**config.mk**
```make
export PLATFORM = sky130hd
export DESIGN_NAME = sic_irq_top
export DESIGN_NICKNAME = d
export VERILOG_FILES = /design/src/core/sic_pkg.sv /design/src/core/sic_prox_flag.sv /design/src/core/sic_irq_top.sv
export VERILOG_INCLUDE_DIRS = /design/src /design/src/core
export SDC_FILE = /design/constraint.sdc
export NUM_CORES = 1
export LEC_CHECK = 0
export BUFFER_PORTS_ARGS = -buffer_cell sky130_fd_sc_hd__buf_2
export CAP_MARGIN = 5
export CORE_MARGIN = 10
export CORE_UTILIZATION = 46
export CTS_CLUSTER_SIZE = 8
export DETAILED_ROUTE_END_ITERATION = 16
export GPL_TIMING_DRIVEN = 0
export HOLD_SLACK_MARGIN = 0.1
export PLACE_DENSITY = 0.79
export RECOVER_POWER = 100
export SLEW_MARGIN = 25
export SYNTH_ARGS = -nofsm -noshare
export SYNTH_HDL_FRONTEND = slang
export SYNTH_HIERARCHICAL = 1
export SYNTH_SLANG_ARGS = --single-unit
export TNS_END_PERCENT = 100
```
**constraint.sdc**
```tcl
create_clock -name core_clk -period 2.2 [get_ports core_clk]
set_input_delay 0.44 -clock core_clk [delete_from_list [all_inputs] [get_ports core_clk]]
set_output_delay 0.44 -clock core_clk [all_outputs]
set_load 0.02 [all_outputs]
```
**src/core/sic_consts.svh**
```systemverilog
// Register offsets, field positions, reset values and key constant
`ifndef SIC_CONSTS_SVH
`define SIC_CONSTS_SVH

// ****************************************
// Register offsets
// ****************************************
`define SIC_OFS_INT_CFG 8'h03
`define SIC_OFS_SRC_EN 8'h04
`define SIC_OFS_MODE_A 8'h05
`define SIC_OFS_MODE_B 8'h06
`define SIC_OFS_KEY 8'h07
`define SIC_OFS_STATUS 8'h21

// ****************************************
// Reset values and writable masks
// ****************************************
`define SIC_RST_VAL 8'h00
`define SIC_CFG_MASK 8'h03
`define SIC_EN_MASK 8'h3F
`define SIC_MODE_A_MASK 8'hF7
`define SIC_MODE_B_MASK 8'h0F
`define SIC_STAT_MASK 8'h3F
`define SIC_KEY_VALUE 8'h17

// ****************************************
// Field positions
// ****************************************
`define SIC_BIT_OE 0
`define SIC_BIT_AUTO_CLR 1
`define SIC_BIT_CMD 5
`define SIC_BIT_PROX1 2
`define SIC_BIT_LIGHT_HI 1
`define SIC_BIT_LIGHT_LO 0
`define SIC_BIT_RESP_ERR 7

// ****************************************
// Mode encodings
// ****************************************
`define SIC_PM_COMPLETE 2'h0
`define SIC_PM_CROSS 2'h1
`define SIC_PM_EXCEED 2'h3
`define SIC_CM_EVERY 2'h0
`define SIC_CM_ERROR 2'h1
`define SIC_LM_EVERY 3'h0
`define SIC_LE_OFF 2'h0
`define SIC_LE_LOW_ONLY 2'h1
`define SIC_LM_VIS_EXIT 2'h1
`define SIC_LM_IR_EXIT 2'h3
`define SIC_LM_VIS_ENTER 2'h2
`define SIC_LM_IR_ENTER 2'h3

`endif

```
**src/core/sic_pkg.sv**
```systemverilog
// Types shared by the sensor interrupt configuration block
package sic_pkg;

    typedef logic [15:0] sic_sample_t;

    typedef struct packed {
        logic valid;
        sic_sample_t value;
        sic_sample_t threshold;
    } sic_prox_meas_s;

    typedef struct packed {
        logic vis_valid;
        sic_sample_t vis_value;
        logic ir_valid;
        sic_sample_t ir_value;
        sic_sample_t low;
        sic_sample_t high;
    } sic_light_meas_s;

    typedef struct packed {
        logic wr;
        logic [7:0] data;
    } sic_resp_s;

    typedef struct packed {
        logic wr;
        logic rd;
        logic [7:0] addr;
        logic [7:0] wdata;
    } sic_reg_req_s;

endpackage

```
**src/core/sic_prox_flag.sv**
```systemverilog
// Per-channel proximity event evaluator
`timescale 1ns/10ps
`include "sic_consts.svh"

module sic_prox_flag
    import sic_pkg::*;
(
    // Clock and reset
    input wire logic core_clk,
    input wire logic rst_n,
    // Configuration
    input wire logic chan_en,
    input wire logic [1:0] chan_mode,
    input wire logic auto_clr_en,
    // Measurement
    input wire sic_prox_meas_s meas,
    // Flag events
    output logic flag_set,
    output logic flag_clr
);

    logic above;
    logic above_ff;

    assign above = meas.value > meas.threshold;

    // ****************************************
    // Previous threshold side
    // ****************************************
    always_ff @(posedge core_clk) begin
        if (!rst_n) begin
            above_ff <= 1'b0;
        end else if (meas.valid) begin
            above_ff <= above;
        end
    end

    // ****************************************
    // Mode decode
    // ****************************************
    always_comb begin
        flag_set = 1'b0;
        flag_clr = 1'b0;
        if (meas.valid && chan_en) begin
            case (chan_mode)
                `SIC_PM_COMPLETE: flag_set = 1'b1;
                `SIC_PM_CROSS: flag_set = above != above_ff;
                `SIC_PM_EXCEED: begin
                    flag_set = above;
                    flag_clr = auto_clr_en && !above;
                end
                default: flag_set = 1'b0;
            endcase
        end
    end

endmodule

```
**src/core/sic_irq_top.sv**
```systemverilog
// Interrupt configuration, event flags and interrupt pin drive
`timescale 1ns/10ps
`include "sic_consts.svh"

module sic_irq_top
    import sic_pkg::*;
(
    // Clock and reset
    input wire logic core_clk,
    input wire logic rst_n,
    // Register port
    input wire sic_reg_req_s reg_req,
    output logic [7:0] reg_rdata,
    // Sequencer events
    input wire sic_prox_meas_s prox_meas [3],
    input wire sic_light_meas_s light_meas,
    input wire sic_resp_s resp,
    // Interrupt pin
    output logic int_pin_o,
    output logic int_pin_oe,
    // Status
    output logic key_ok
);

    // ****************************************
    // Storage
    // ****************************************
    logic [7:0] cfg_ff;
    logic [7:0] en_ff;
    logic [7:0] mode_a_ff;
    logic [7:0] mode_b_ff;
    logic [7:0] key_ff;
    logic [7:0] stat_ff;
    logic [7:0] nxt_stat;
    logic [7:0] reg_rdata_ff;
    logic int_pin_o_ff;
    logic int_pin_oe_ff;
    logic key_ok_ff;
    logic vis_in_ff;
    logic ir_in_ff;

    // ****************************************
    // Decoded fields
    // ****************************************
    logic [1:0] prox_mode [3];
    logic [2:0] prox_set;
    logic [2:0] prox_clr;
    logic [2:0] light_mode;
    logic [1:0] light_en;
    logic [1:0] cmd_mode;
    logic vis_in;
    logic ir_in;
    logic [1:0] light_set;
    logic cmd_set;
    logic [7:0] set_vec;
    logic [7:0] clr_vec;
    logic [7:0] host_clr;
    logic wr_cfg;
    logic wr_en;
    logic wr_mode_a;
    logic wr_mode_b;
    logic wr_key;
    logic wr_stat;

    // ****************************************
    // Write decode
    // ****************************************
    assign wr_cfg = reg_req.wr && reg_req.addr == `SIC_OFS_INT_CFG;
    assign wr_en = reg_req.wr && reg_req.addr == `SIC_OFS_SRC_EN;
    assign wr_mode_a = reg_req.wr && reg_req.addr == `SIC_OFS_MODE_A;
    assign wr_mode_b = reg_req.wr && reg_req.addr == `SIC_OFS_MODE_B;
    assign wr_key = reg_req.wr && reg_req.addr == `SIC_OFS_KEY;
    assign wr_stat = reg_req.wr && reg_req.addr == `SIC_OFS_STATUS;

    // ****************************************
    // Interrupt configuration register
    // ****************************************
    always_ff @(posedge core_clk) begin
        if (!rst_n) begin
            cfg_ff <= `SIC_RST_VAL;
        end else if (wr_cfg) begin
            cfg_ff <= reg_req.wdata & `SIC_CFG_MASK;
        end
    end

    // ****************************************
    // Source enable register
    // ****************************************
    always_ff @(posedge core_clk) begin
        if (!rst_n) begin
            en_ff <= `SIC_RST_VAL;
        end else if (wr_en) begin
            en_ff <= reg_req.wdata & `SIC_EN_MASK;
        end
    end

    // ****************************************
    // Mode registers
    // ****************************************
    always_ff @(posedge core_clk) begin
        if (!rst_n) begin
            mode_a_ff <= `SIC_RST_VAL;
        end else if (wr_mode_a) begin
            mode_a_ff <= reg_req.wdata & `SIC_MODE_A_MASK;
        end
    end

    always_ff @(posedge core_clk) begin
        if (!rst_n) begin
            mode_b_ff <= `SIC_RST_VAL;
        end else if (wr_mode_b) begin
            mode_b_ff <= reg_req.wdata & `SIC_MODE_B_MASK;
        end
    end

    // ****************************************
    // Key register
    // ****************************************
    always_ff @(posedge core_clk) begin
        if (!rst_n) begin
            key_ff <= `SIC_RST_VAL;
        end else if (wr_key) begin
            key_ff <= reg_req.wdata;
        end
    end

    always_ff @(posedge core_clk) begin
        if (!rst_n) begin
            key_ok_ff <= 1'b0;
        end else begin
            key_ok_ff <= key_ff == `SIC_KEY_VALUE;
        end
    end

    // ****************************************
    // Field extraction
    // ****************************************
    assign prox_mode[0] = mode_a_ff[5:4];
    assign prox_mode[1] = mode_a_ff[7:6];
    assign prox_mode[2] = mode_b_ff[1:0];
    assign light_mode = mode_a_ff[2:0];
    assign light_en = en_ff[1:0];
    assign cmd_mode = mode_b_ff[3:2];

    // ****************************************
    // Proximity channels
    // ****************************************
    genvar gi;
    generate
        for (gi = 0; gi < 3; gi++) begin : g_prox
            sic_prox_flag u_flag (
                .core_clk(core_clk),
                .rst_n(rst_n),
                .chan_en(en_ff[`SIC_BIT_PROX1 + gi]),
                .chan_mode(prox_mode[gi]),
                .auto_clr_en(cfg_ff[`SIC_BIT_AUTO_CLR]),
                .meas(prox_meas[gi]),
                .flag_set(prox_set[gi]),
                .flag_clr(prox_clr[gi])
            );
        end
    endgenerate

    // ****************************************
    // Light window tracking
    // ****************************************
    assign vis_in = light_meas.vis_value >= light_meas.low &&
                    light_meas.vis_value <= light_meas.high;
    assign ir_in = light_meas.ir_value >= light_meas.low &&
                   light_meas.ir_value <= light_meas.high;

    always_ff @(posedge core_clk) begin
        if (!rst_n) begin
            vis_in_ff <= 1'b0;
        end else if (light_meas.vis_valid) begin
            vis_in_ff <= vis_in;
        end
    end

    always_ff @(posedge core_clk) begin
        if (!rst_n) begin
            ir_in_ff <= 1'b0;
        end else if (light_meas.ir_valid) begin
            ir_in_ff <= ir_in;
        end
    end

    // ****************************************
    // Light flag events
    // ****************************************
    always_comb begin
        light_set = 2'b00;
        if (light_en == `SIC_LE_LOW_ONLY && light_mode == `SIC_LM_EVERY) begin
            light_set[0] = light_meas.vis_valid;
        end
        if (light_en[0] && light_mode[1:0] == `SIC_LM_VIS_EXIT &&
            light_meas.vis_valid && vis_in_ff && !vis_in) begin
            light_set[0] = 1'b1;
        end
        if (light_en[0] && light_mode[1:0] == `SIC_LM_IR_EXIT &&
            light_meas.ir_valid && ir_in_ff && !ir_in) begin
            light_set[0] = 1'b1;
        end
        if (light_en[1] && light_mode[2:1] == `SIC_LM_VIS_ENTER &&
            light_meas.vis_valid && !vis_in_ff && vis_in) begin
            light_set[1] = 1'b1;
        end
        if (light_en[1] && light_mode[2:1] == `SIC_LM_IR_ENTER &&
            light_meas.ir_valid && !ir_in_ff && ir_in) begin
            light_set[1] = 1'b1;
        end
    end

    // ****************************************
    // Command flag event
    // ****************************************
    always_comb begin
        cmd_set = 1'b0;
        if (resp.wr && en_ff[`SIC_BIT_CMD]) begin
            case (cmd_mode)
                `SIC_CM_EVERY: cmd_set = 1'b1;
                `SIC_CM_ERROR: cmd_set = resp.data[`SIC_BIT_RESP_ERR];
                default: cmd_set = 1'b0;
            endcase
        end
    end

    // ****************************************
    // Event status flags
    // ****************************************
    assign set_vec = {2'b00, cmd_set, prox_set, light_set};
    assign host_clr = wr_stat ? reg_req.wdata : 8'h00;
    assign clr_vec = host_clr | {3'b000, prox_clr, 2'b00};

    always_comb begin
        nxt_stat = ((stat_ff & ~clr_vec) | set_vec) & `SIC_STAT_MASK;
    end

    always_ff @(posedge core_clk) begin
        if (!rst_n) begin
            stat_ff <= `SIC_RST_VAL;
        end else begin
            stat_ff <= nxt_stat;
        end
    end

    // ****************************************
    // Interrupt pin drive
    // ****************************************
    always_ff @(posedge core_clk) begin
        if (!rst_n) begin
            int_pin_oe_ff <= 1'b0;
        end else begin
            int_pin_oe_ff <= cfg_ff[`SIC_BIT_OE] && |(stat_ff & en_ff);
        end
    end

    always_ff @(posedge core_clk) begin
        if (!rst_n) begin
            int_pin_o_ff <= 1'b0;
        end else begin
            int_pin_o_ff <= 1'b0;
        end
    end

    // ****************************************
    // Read data
    // ****************************************
    always_ff @(posedge core_clk) begin
        if (!rst_n) begin
            reg_rdata_ff <= 8'h00;
        end else if (reg_req.rd) begin
            case (reg_req.addr)
                `SIC_OFS_INT_CFG: reg_rdata_ff <= cfg_ff;
                `SIC_OFS_SRC_EN: reg_rdata_ff <= en_ff;
                `SIC_OFS_MODE_A: reg_rdata_ff <= mode_a_ff;
                `SIC_OFS_MODE_B: reg_rdata_ff <= mode_b_ff;
                `SIC_OFS_KEY: reg_rdata_ff <= key_ff;
                `SIC_OFS_STATUS: reg_rdata_ff <= stat_ff;
                default: reg_rdata_ff <= 8'h00;
            endcase
        end
    end

    assign reg_rdata = reg_rdata_ff;
    assign int_pin_o = int_pin_o_ff;
    assign int_pin_oe = int_pin_oe_ff;
    assign key_ok = key_ok_ff;

    // ****************************************
    // Assertions
    // ****************************************
    a_cmd_gate:
    assert property (@(posedge core_clk) disable iff (!rst_n)
        (!en_ff[5] && !stat_ff[5]) |=> !stat_ff[5])
    else $error("command flag set while disabled");

    a_prox_complete:
    assert property (@(posedge core_clk) disable iff (!rst_n)
        (en_ff[2] && mode_a_ff[5:4] == 2'h0 && prox_meas[0].valid) |=> stat_ff[2])
    else $error("channel one completion not flagged");

    a_prox3_gate:
    assert property (@(posedge core_clk) disable iff (!rst_n)
        (!en_ff[4] && !stat_ff[4]) |=> !stat_ff[4])
    else $error("channel three flag set while disabled");

    a_light_none:
    assert property (@(posedge core_clk) disable iff (!rst_n)
        (en_ff[1:0] == 2'h0 && stat_ff[1:0] == 2'h0) |=> stat_ff[1:0] == 2'h0)
    else $error("light flag set while light disabled");

    a_light_every:
    assert property (@(posedge core_clk) disable iff (!rst_n)
        (en_ff[1:0] == 2'h1 && mode_a_ff[2:0] == 3'h0 && light_meas.vis_valid)
        |=> stat_ff[0])
    else $error("visible sample not flagged");

    a_cmd_error:
    assert property (@(posedge core_clk) disable iff (!rst_n)
        (en_ff[5] && mode_b_ff[3:2] == 2'h1 && resp.wr && !stat_ff[5])
        |=> stat_ff[5] == $past(resp.data[7]))
    else $error("error-only command mode mismatch");

    a_cmd_every:
    assert property (@(posedge core_clk) disable iff (!rst_n)
        (en_ff[5] && mode_b_ff[3:2] == 2'h0 && resp.wr) |=> stat_ff[5])
    else $error("response write not flagged");

    a_pin_drive:
    assert property (@(posedge core_clk) disable iff (!rst_n)
        (cfg_ff[0] && (stat_ff & en_ff) != 8'h00) |=> (int_pin_oe && !int_pin_o))
    else $error("pin not driven low for enabled flag");

    a_pin_quiet:
    assert property (@(posedge core_clk) disable iff (!rst_n)
        !cfg_ff[0] |=> !int_pin_oe)
    else $error("pin driven while output disabled");

    a_flag_sticky:
    assert property (@(posedge core_clk) disable iff (!rst_n)
        (stat_ff[2] && !cfg_ff[1] && !(wr_stat && reg_req.wdata[2])) |=> stat_ff[2])
    else $error("sticky flag dropped without host clear");

    a_reset_vals:
    assert property (@(posedge core_clk) disable iff (!rst_n)
        $rose(rst_n) |-> (en_ff == 8'h00 && mode_a_ff == 8'h00 &&
                          mode_b_ff == 8'h00 && key_ff == 8'h00))
    else $error("register not zero after reset");

    a_reserved_zero:
    assert property (@(posedge core_clk) disable iff (!rst_n)
        (en_ff[7:6] == 2'h0 && !mode_a_ff[3] && mode_b_ff[7:4] == 4'h0))
    else $error("reserved bit holds a one");

endmodule

```
# Word level (Yosys, flattened, before mapping)

Cells that the tools add are included.

Magnitude comparators: 7
Eq/ne operators: 22
Multiplexer cells: 21
Bitwise gates (word level): 5
Reduce and logical (&&, ||, !) cells: 46

Operators by type and width:

| operator                                                        | number |
|---|---|
| 16-bit > comparator                                             | 3 |
| 8-bit one-hot mux with 6 select lines                           | 1 |
| 1-bit logical AND                                               | 33 |
| 8-bit by 3-bit == test with 1-bit output, second input constant | 4 |
| 16-bit greater-or-equal comparator                              | 2 |
| 16-bit less-or-equal comparator                                 | 2 |
| 1-bit two-way mux                                               | 15 |
| 6-bit bitwise AND                                               | 2 |
| 2-bit by 1-bit == test with 1-bit output, second input constant | 6 |
| 2-bit == test, second input constant                            | 6 |
| 1-bit one-hot mux with 3 select lines                           | 3 |
| 8-bit by 2-bit == test with 1-bit output, second input constant | 1 |
| 8-bit by 5-bit == test with 1-bit output, second input constant | 1 |
| 8-bit by 6-bit == test with 1-bit output, second input constant | 1 |
| 2-bit logical NOT                                               | 4 |
| 8-bit OR reduction                                              | 1 |
| 1-bit logical NOT                                               | 7 |
| 6-bit two-way mux                                               | 1 |
| 6-bit NOT                                                       | 1 |
| 6-bit by 5-bit bitwise OR with 6-bit output                     | 1 |
| 6-bit bitwise OR                                                | 1 |
| 3-bit logical NOT                                               | 1 |
| 1-bit inequality test                                           | 3 |
| 1-bit one-hot mux with 2 select lines                           | 1 |

Register bits: 48
Bits of input ports: 194

# Logic depth before layout (Yosys ltp)

Depth after elaboration: 9
Depth in mapped cells: 9
Mapped depth without buffers: 9

# By module

The synthesis kept the hierarchy.

Modules (own cells, without submodules):

| module        | instances | cells each | area an instance (um^2) | sequential area each (um^2) |
|---|---|---|---|---|
| sic_irq_top   | 1         | 437        | 3619.7                  | 900.9 |
| sic_prox_flag | 3         | 76         | 556.8                   | 20.0 |

# Least setup slack after synthesis

No wires, ideal clock.

Kind: input-to-reg
Start: in prox_meas[81] (netlist name)
End: reg stat_ff[2]
Library setup time: 0.058 ns
Arrival time: 2.158 ns
Path slack: -0.016 ns
Cell stages on the path: 9
Cell sequence: inv_1 -> ha_1 -> nand4_2 -> nor4_1 -> a21boi_2 -> o31a_2 -> nor3_1 -> a311oi_1 -> o21a_1

Word-level cells in the longest chain between the ends: 9
Elaborated cells on any way between the ends: 12
Those cells by class: order compare: 1; eq/ne: 1; mux: 4; bitwise: 4; reduce/logical: 2

Ends and longest elaborated chain:

| what                                        | RTL line            | source |
|---|---|---|
| start: declaration                          | sic_irq_top.sv:15   | `input wire sic_prox_meas_s prox_meas [3],` |
| 16-bit > comparator                         | sic_prox_flag.sv:25 | `assign above = meas.value > meas.threshold;` |
| 1-bit logical NOT                           | sic_prox_flag.sv:50 | `flag_clr = auto_clr_en && !above;` |
| 1-bit logical AND                           | sic_prox_flag.sv:50 |  |
| 1-bit two-way mux                           | sic_prox_flag.sv:45 | `case (chan_mode)` |
| 1-bit two-way mux                           | sic_prox_flag.sv:44 | `if (meas.valid && chan_en) begin` |
| via prox_clr[0]                             | sic_irq_top.sv:47   | `logic [2:0] prox_clr;` |
| 6-bit by 5-bit bitwise OR with 6-bit output | sic_irq_top.sv:233  | `assign clr_vec = host_clr \| {3'b000, prox_clr, 2'b00};` |
| 6-bit NOT                                   | sic_irq_top.sv:236  | `` nxt_stat = ((stat_ff & ~clr_vec) \| set_vec) & `SIC_STAT_MASK; `` |
| 6-bit bitwise AND                           | sic_irq_top.sv:236  |  |
| 6-bit bitwise OR                            | sic_irq_top.sv:236  |  |
| end signal: assignment                      | sic_irq_top.sv:241  | `` stat_ff <= `SIC_RST_VAL; `` |
| end signal: assignment                      | sic_irq_top.sv:243  | `stat_ff <= nxt_stat;` |
| end: declaration                            | sic_irq_top.sv:33   | `logic [7:0] stat_ff;` |

The timed path passes the listed nets, and every way through them passes these cells.
A chain may end at the register's enable or synchronous reset.

# Worst setup path in the final report

Same ends and word-level chain as after synthesis.

==> results_dict.tcl <==
set metrics [dict create \
    setup_viol 0 \
    wl_per_cell_um 15.5 \
    drt_iter0_drc 239 \
    arrival_ns 2.31 \
    yosysTopAreaCellShare_pct 26.5 \
    die_h_um 127 \
    p_leak_nw 3.30 \
    grt_antenna_before_repair 0 \
    dr.pass1.iters 7 \
    r2r_end "reg_rdata[2]" \
    cp_num_buf_inv 2 \
    max_slew_margin_pct 60.2 \
    drcViolationCount 0 \
    syn_nets 971 \
    maxCapViolCount 0 \
    r2r_cells 6 \
    finalHoldViolCount 0 \
    cts_sinks 48 \
    postRouteWirelength_um 15700 \
    via_per_inst 5.45 \
    fin_skew_ns 0.00749 \
    critPathKind "in -> reg" \
    hold-path-cell-count 3 \
    synth-seq-area-share_pct 18.2 \
    synth_top_area_cell "ha_1" \
    rows 39 \
    clockBufferDepth 2 \
    synth_common_cells "ha_1 (112), inv_1 (95), nand2_1 (62)" \
    outcome "completed" \
    synthesis.instances 665 \
    gp_congestion 0.904 \
    synth.avg_cell_area_um2 7.95 \
    grt_pass1_wl_um 25800 \
    vias 5522 \
    grt_pass1_vias 5739 \
    fin_crit_ns 2.13 \
    multi_input_area_um2 4010 \
    grt-ovfl-total 0 \
    yosys_warnings 6 \
    clk_pin_slew_ns 0.06 \
    htree_levels 2 \
    async_reset_ff_share_pct 0 \
    ant_nets 0 \
    ctsHoldBuffers 0 \
    startpoint_type "input pin" \
    core_area_um2 11300 \
    die_w_um 127 \
    drv_slew 0 \
    start_util_pct 46.7 \
    synth_most_common_cell "ha_1" \
    required_ns 2.38 \
    hold_class "in -> reg" \
    regArea_um2 961 \
    ys_top_cells_by_area "ha_1 (26%), dfxtp_1 (18%), inv_1 (6.7%), nand2_1 (4.4%), a21oi_1 (4.3%)" \
    holdCritStartpoint "light_meas[65]" \
    io_buffers 195 \
    timing.fmax_mhz 470 \
    synth_cell_type_count 59 \
    cp_max_fo 4 \
    cts_tree "done" \
    io_pins 205 \
    path_delay_family "simple AND/OR/NAND/NOR gates" \
    cellPowerDensity_nw_per_um2 378 \
    cts_buffers 5 \
    reg2reg_slack_ns 0.72 \
    cpPeakStageDelay_ns 0.38 \
    dp_hpwl_um 13500 \
    holdPathEnd "vis_in_ff" \
    critical_path.endpoint_type "register" \
    syn_to_final_growth_pct 27.1 \
    nNetsFinal 1175 \
    grt_start_max_net_pins 17 \
    tightest_slew_ns 0.597 \
    track_usage_pct 18.5 \
    synth_edf_count 0 \
    cp_cell_sequence "buf_2, inv_1, ha_1, nand4_2, nor2_1, or3_4, o31a_2, nor3_1, a311oi_1, o21a_1" \
    worstReg2RegStart "mode_b_ff[2]" \
    fillers 1053 \
    max-vdd-ir-drop_mv 0.290 \
    synth-seq-cells 48 \
    cts_root_buffer "clkbuf_16" \
    synth_area_um2 5290 \
    power_mw 2.54 \
    die_area_um2 16200 \
    fin_crit_sh_pct 96.7 \
    utilization_pct 59.4 \
    drive_gt1_share_pct 26.0 \
    clk_latency_ns 0.29 \
    critPathSlowestCell "or3_4" \
    ys.flop_type "dfxtp_1" \
]
registers in the layout, indices dropped and copies added, names as in the netlist:
name / flops
key_ff: 8
vis_in_ff: 1
stat_ff: 6
en_ff: 6
mode_b_ff: 4
cfg_ff: 2
mode_a_ff: 7
reg_rdata: 8
g_prox.u_flag/above_ff: 3
int_pin_oe: 1
ir_in_ff: 1
key_ok: 1
worst reg2reg max path: stages, from the launching register on:
cell and delay (ns):
dfxtp_1 0.33, mux2_2 0.26, a22oi_1 0.16, nor2_1 0.06
a221oi_1 0.29, o22ai_1 0.10, and2_1 0.17
placed cells by master, fill, tap and decap left out, drive strengths merged, types with 17 or more instances in the layout:
master	count
buf	191
o21ai	19
nor2	17
inv	96
nand2	62
clkbuf	27
ha	112
nor2b	23
a21boi	27
nand3	30
a21oi	45
nor3	21
dfxtp	48
logic make-up after synthesis:
family                     count (synthesis)  share of synthesized area [%]
other                                      1                         0.0709
buffers and inverters                    111                           8.07
AOI/OAI and AO/OA                        160                           21.2
and+or+nand+nor                          215                           22.5
DFF                                       48                           18.2
adders and majority gates                112                           26.5
muxes                                     18                           3.48
stage by stage:
stage | setup WS (ns) | instance area, µm² | std cells | setup TNS [ns] | hold WS, ns
after global placement | -0.191 | 6460 | 1003 | -2.06 | 0.459
after detailed placement | -0.270 | 6460 | 1003 | -2.38 | 0.461
final | 0.0736 | 6720 | 1014 | 0 | 0.409
after floorplan | 0.0288 | 5310 | 665 | 0 | 0.420
after global routing | -0.00691 | 6720 | 1013 | -0.00691 | 0.415
after CTS | 0.0248 | 6640 | 1011 | 0 | 0.412
timing repair:
action,in CTS,in global routing
hold endpoints to repair,0,0
buffers inserted,0,2
setup endpoints to repair,0,12
resized for setup,0,11
per-layer routing:
| layer | track usage [%] | part of all wire [%] | vias up |
|---|---|---|---|
| met5 | 0 | 0 | - |
| met1 | 21.1 | 41 | 2478 |
| met3 | 6.12 | 9.1 | 22 |
| met2 | 32.7 | 48 | 198 |
| met4 | 4.09 | 1.5 | 0 |
| li1 | - | - | 2824 |
how the worst max path moves through the flow:
stage | from | end | slack [ns] | depth (start not counted)
floorplan | prox_meas[81] | stat_ff[2] | 0.03 | 9
global placement | prox_meas[81] | stat_ff[2] | -0.19 | 10
detailed placement | prox_meas[81] | stat_ff[2] | -0.27 | 10
CTS | prox_meas[81] | stat_ff[2] | 0.02 | 10
global route | prox_meas[75] | stat_ff[2] | -0.007 | 10
finish | prox_meas[81] | stat_ff[2] | 0.07 | 10
area by class of cell:
class                      instances  area share (%)
multi-input combinational        506            59.6
clock buffer                       5            1.86
inverter                          95            5.30
timing repair buffer             197            14.5
buffer                            16            1.04
clock inverter                     3           0.689
sequential                        48            14.3
tap                              143            2.66
antenna                            1          0.0372
power breakdown:
group | internal (mW) | switching, mW
Clock | 0.540 | 0.338
Combinational | 0.366 | 0.414
Sequential | 0.877 | 0.00740
No activity file was read; power rests on OpenSTA's default activity.
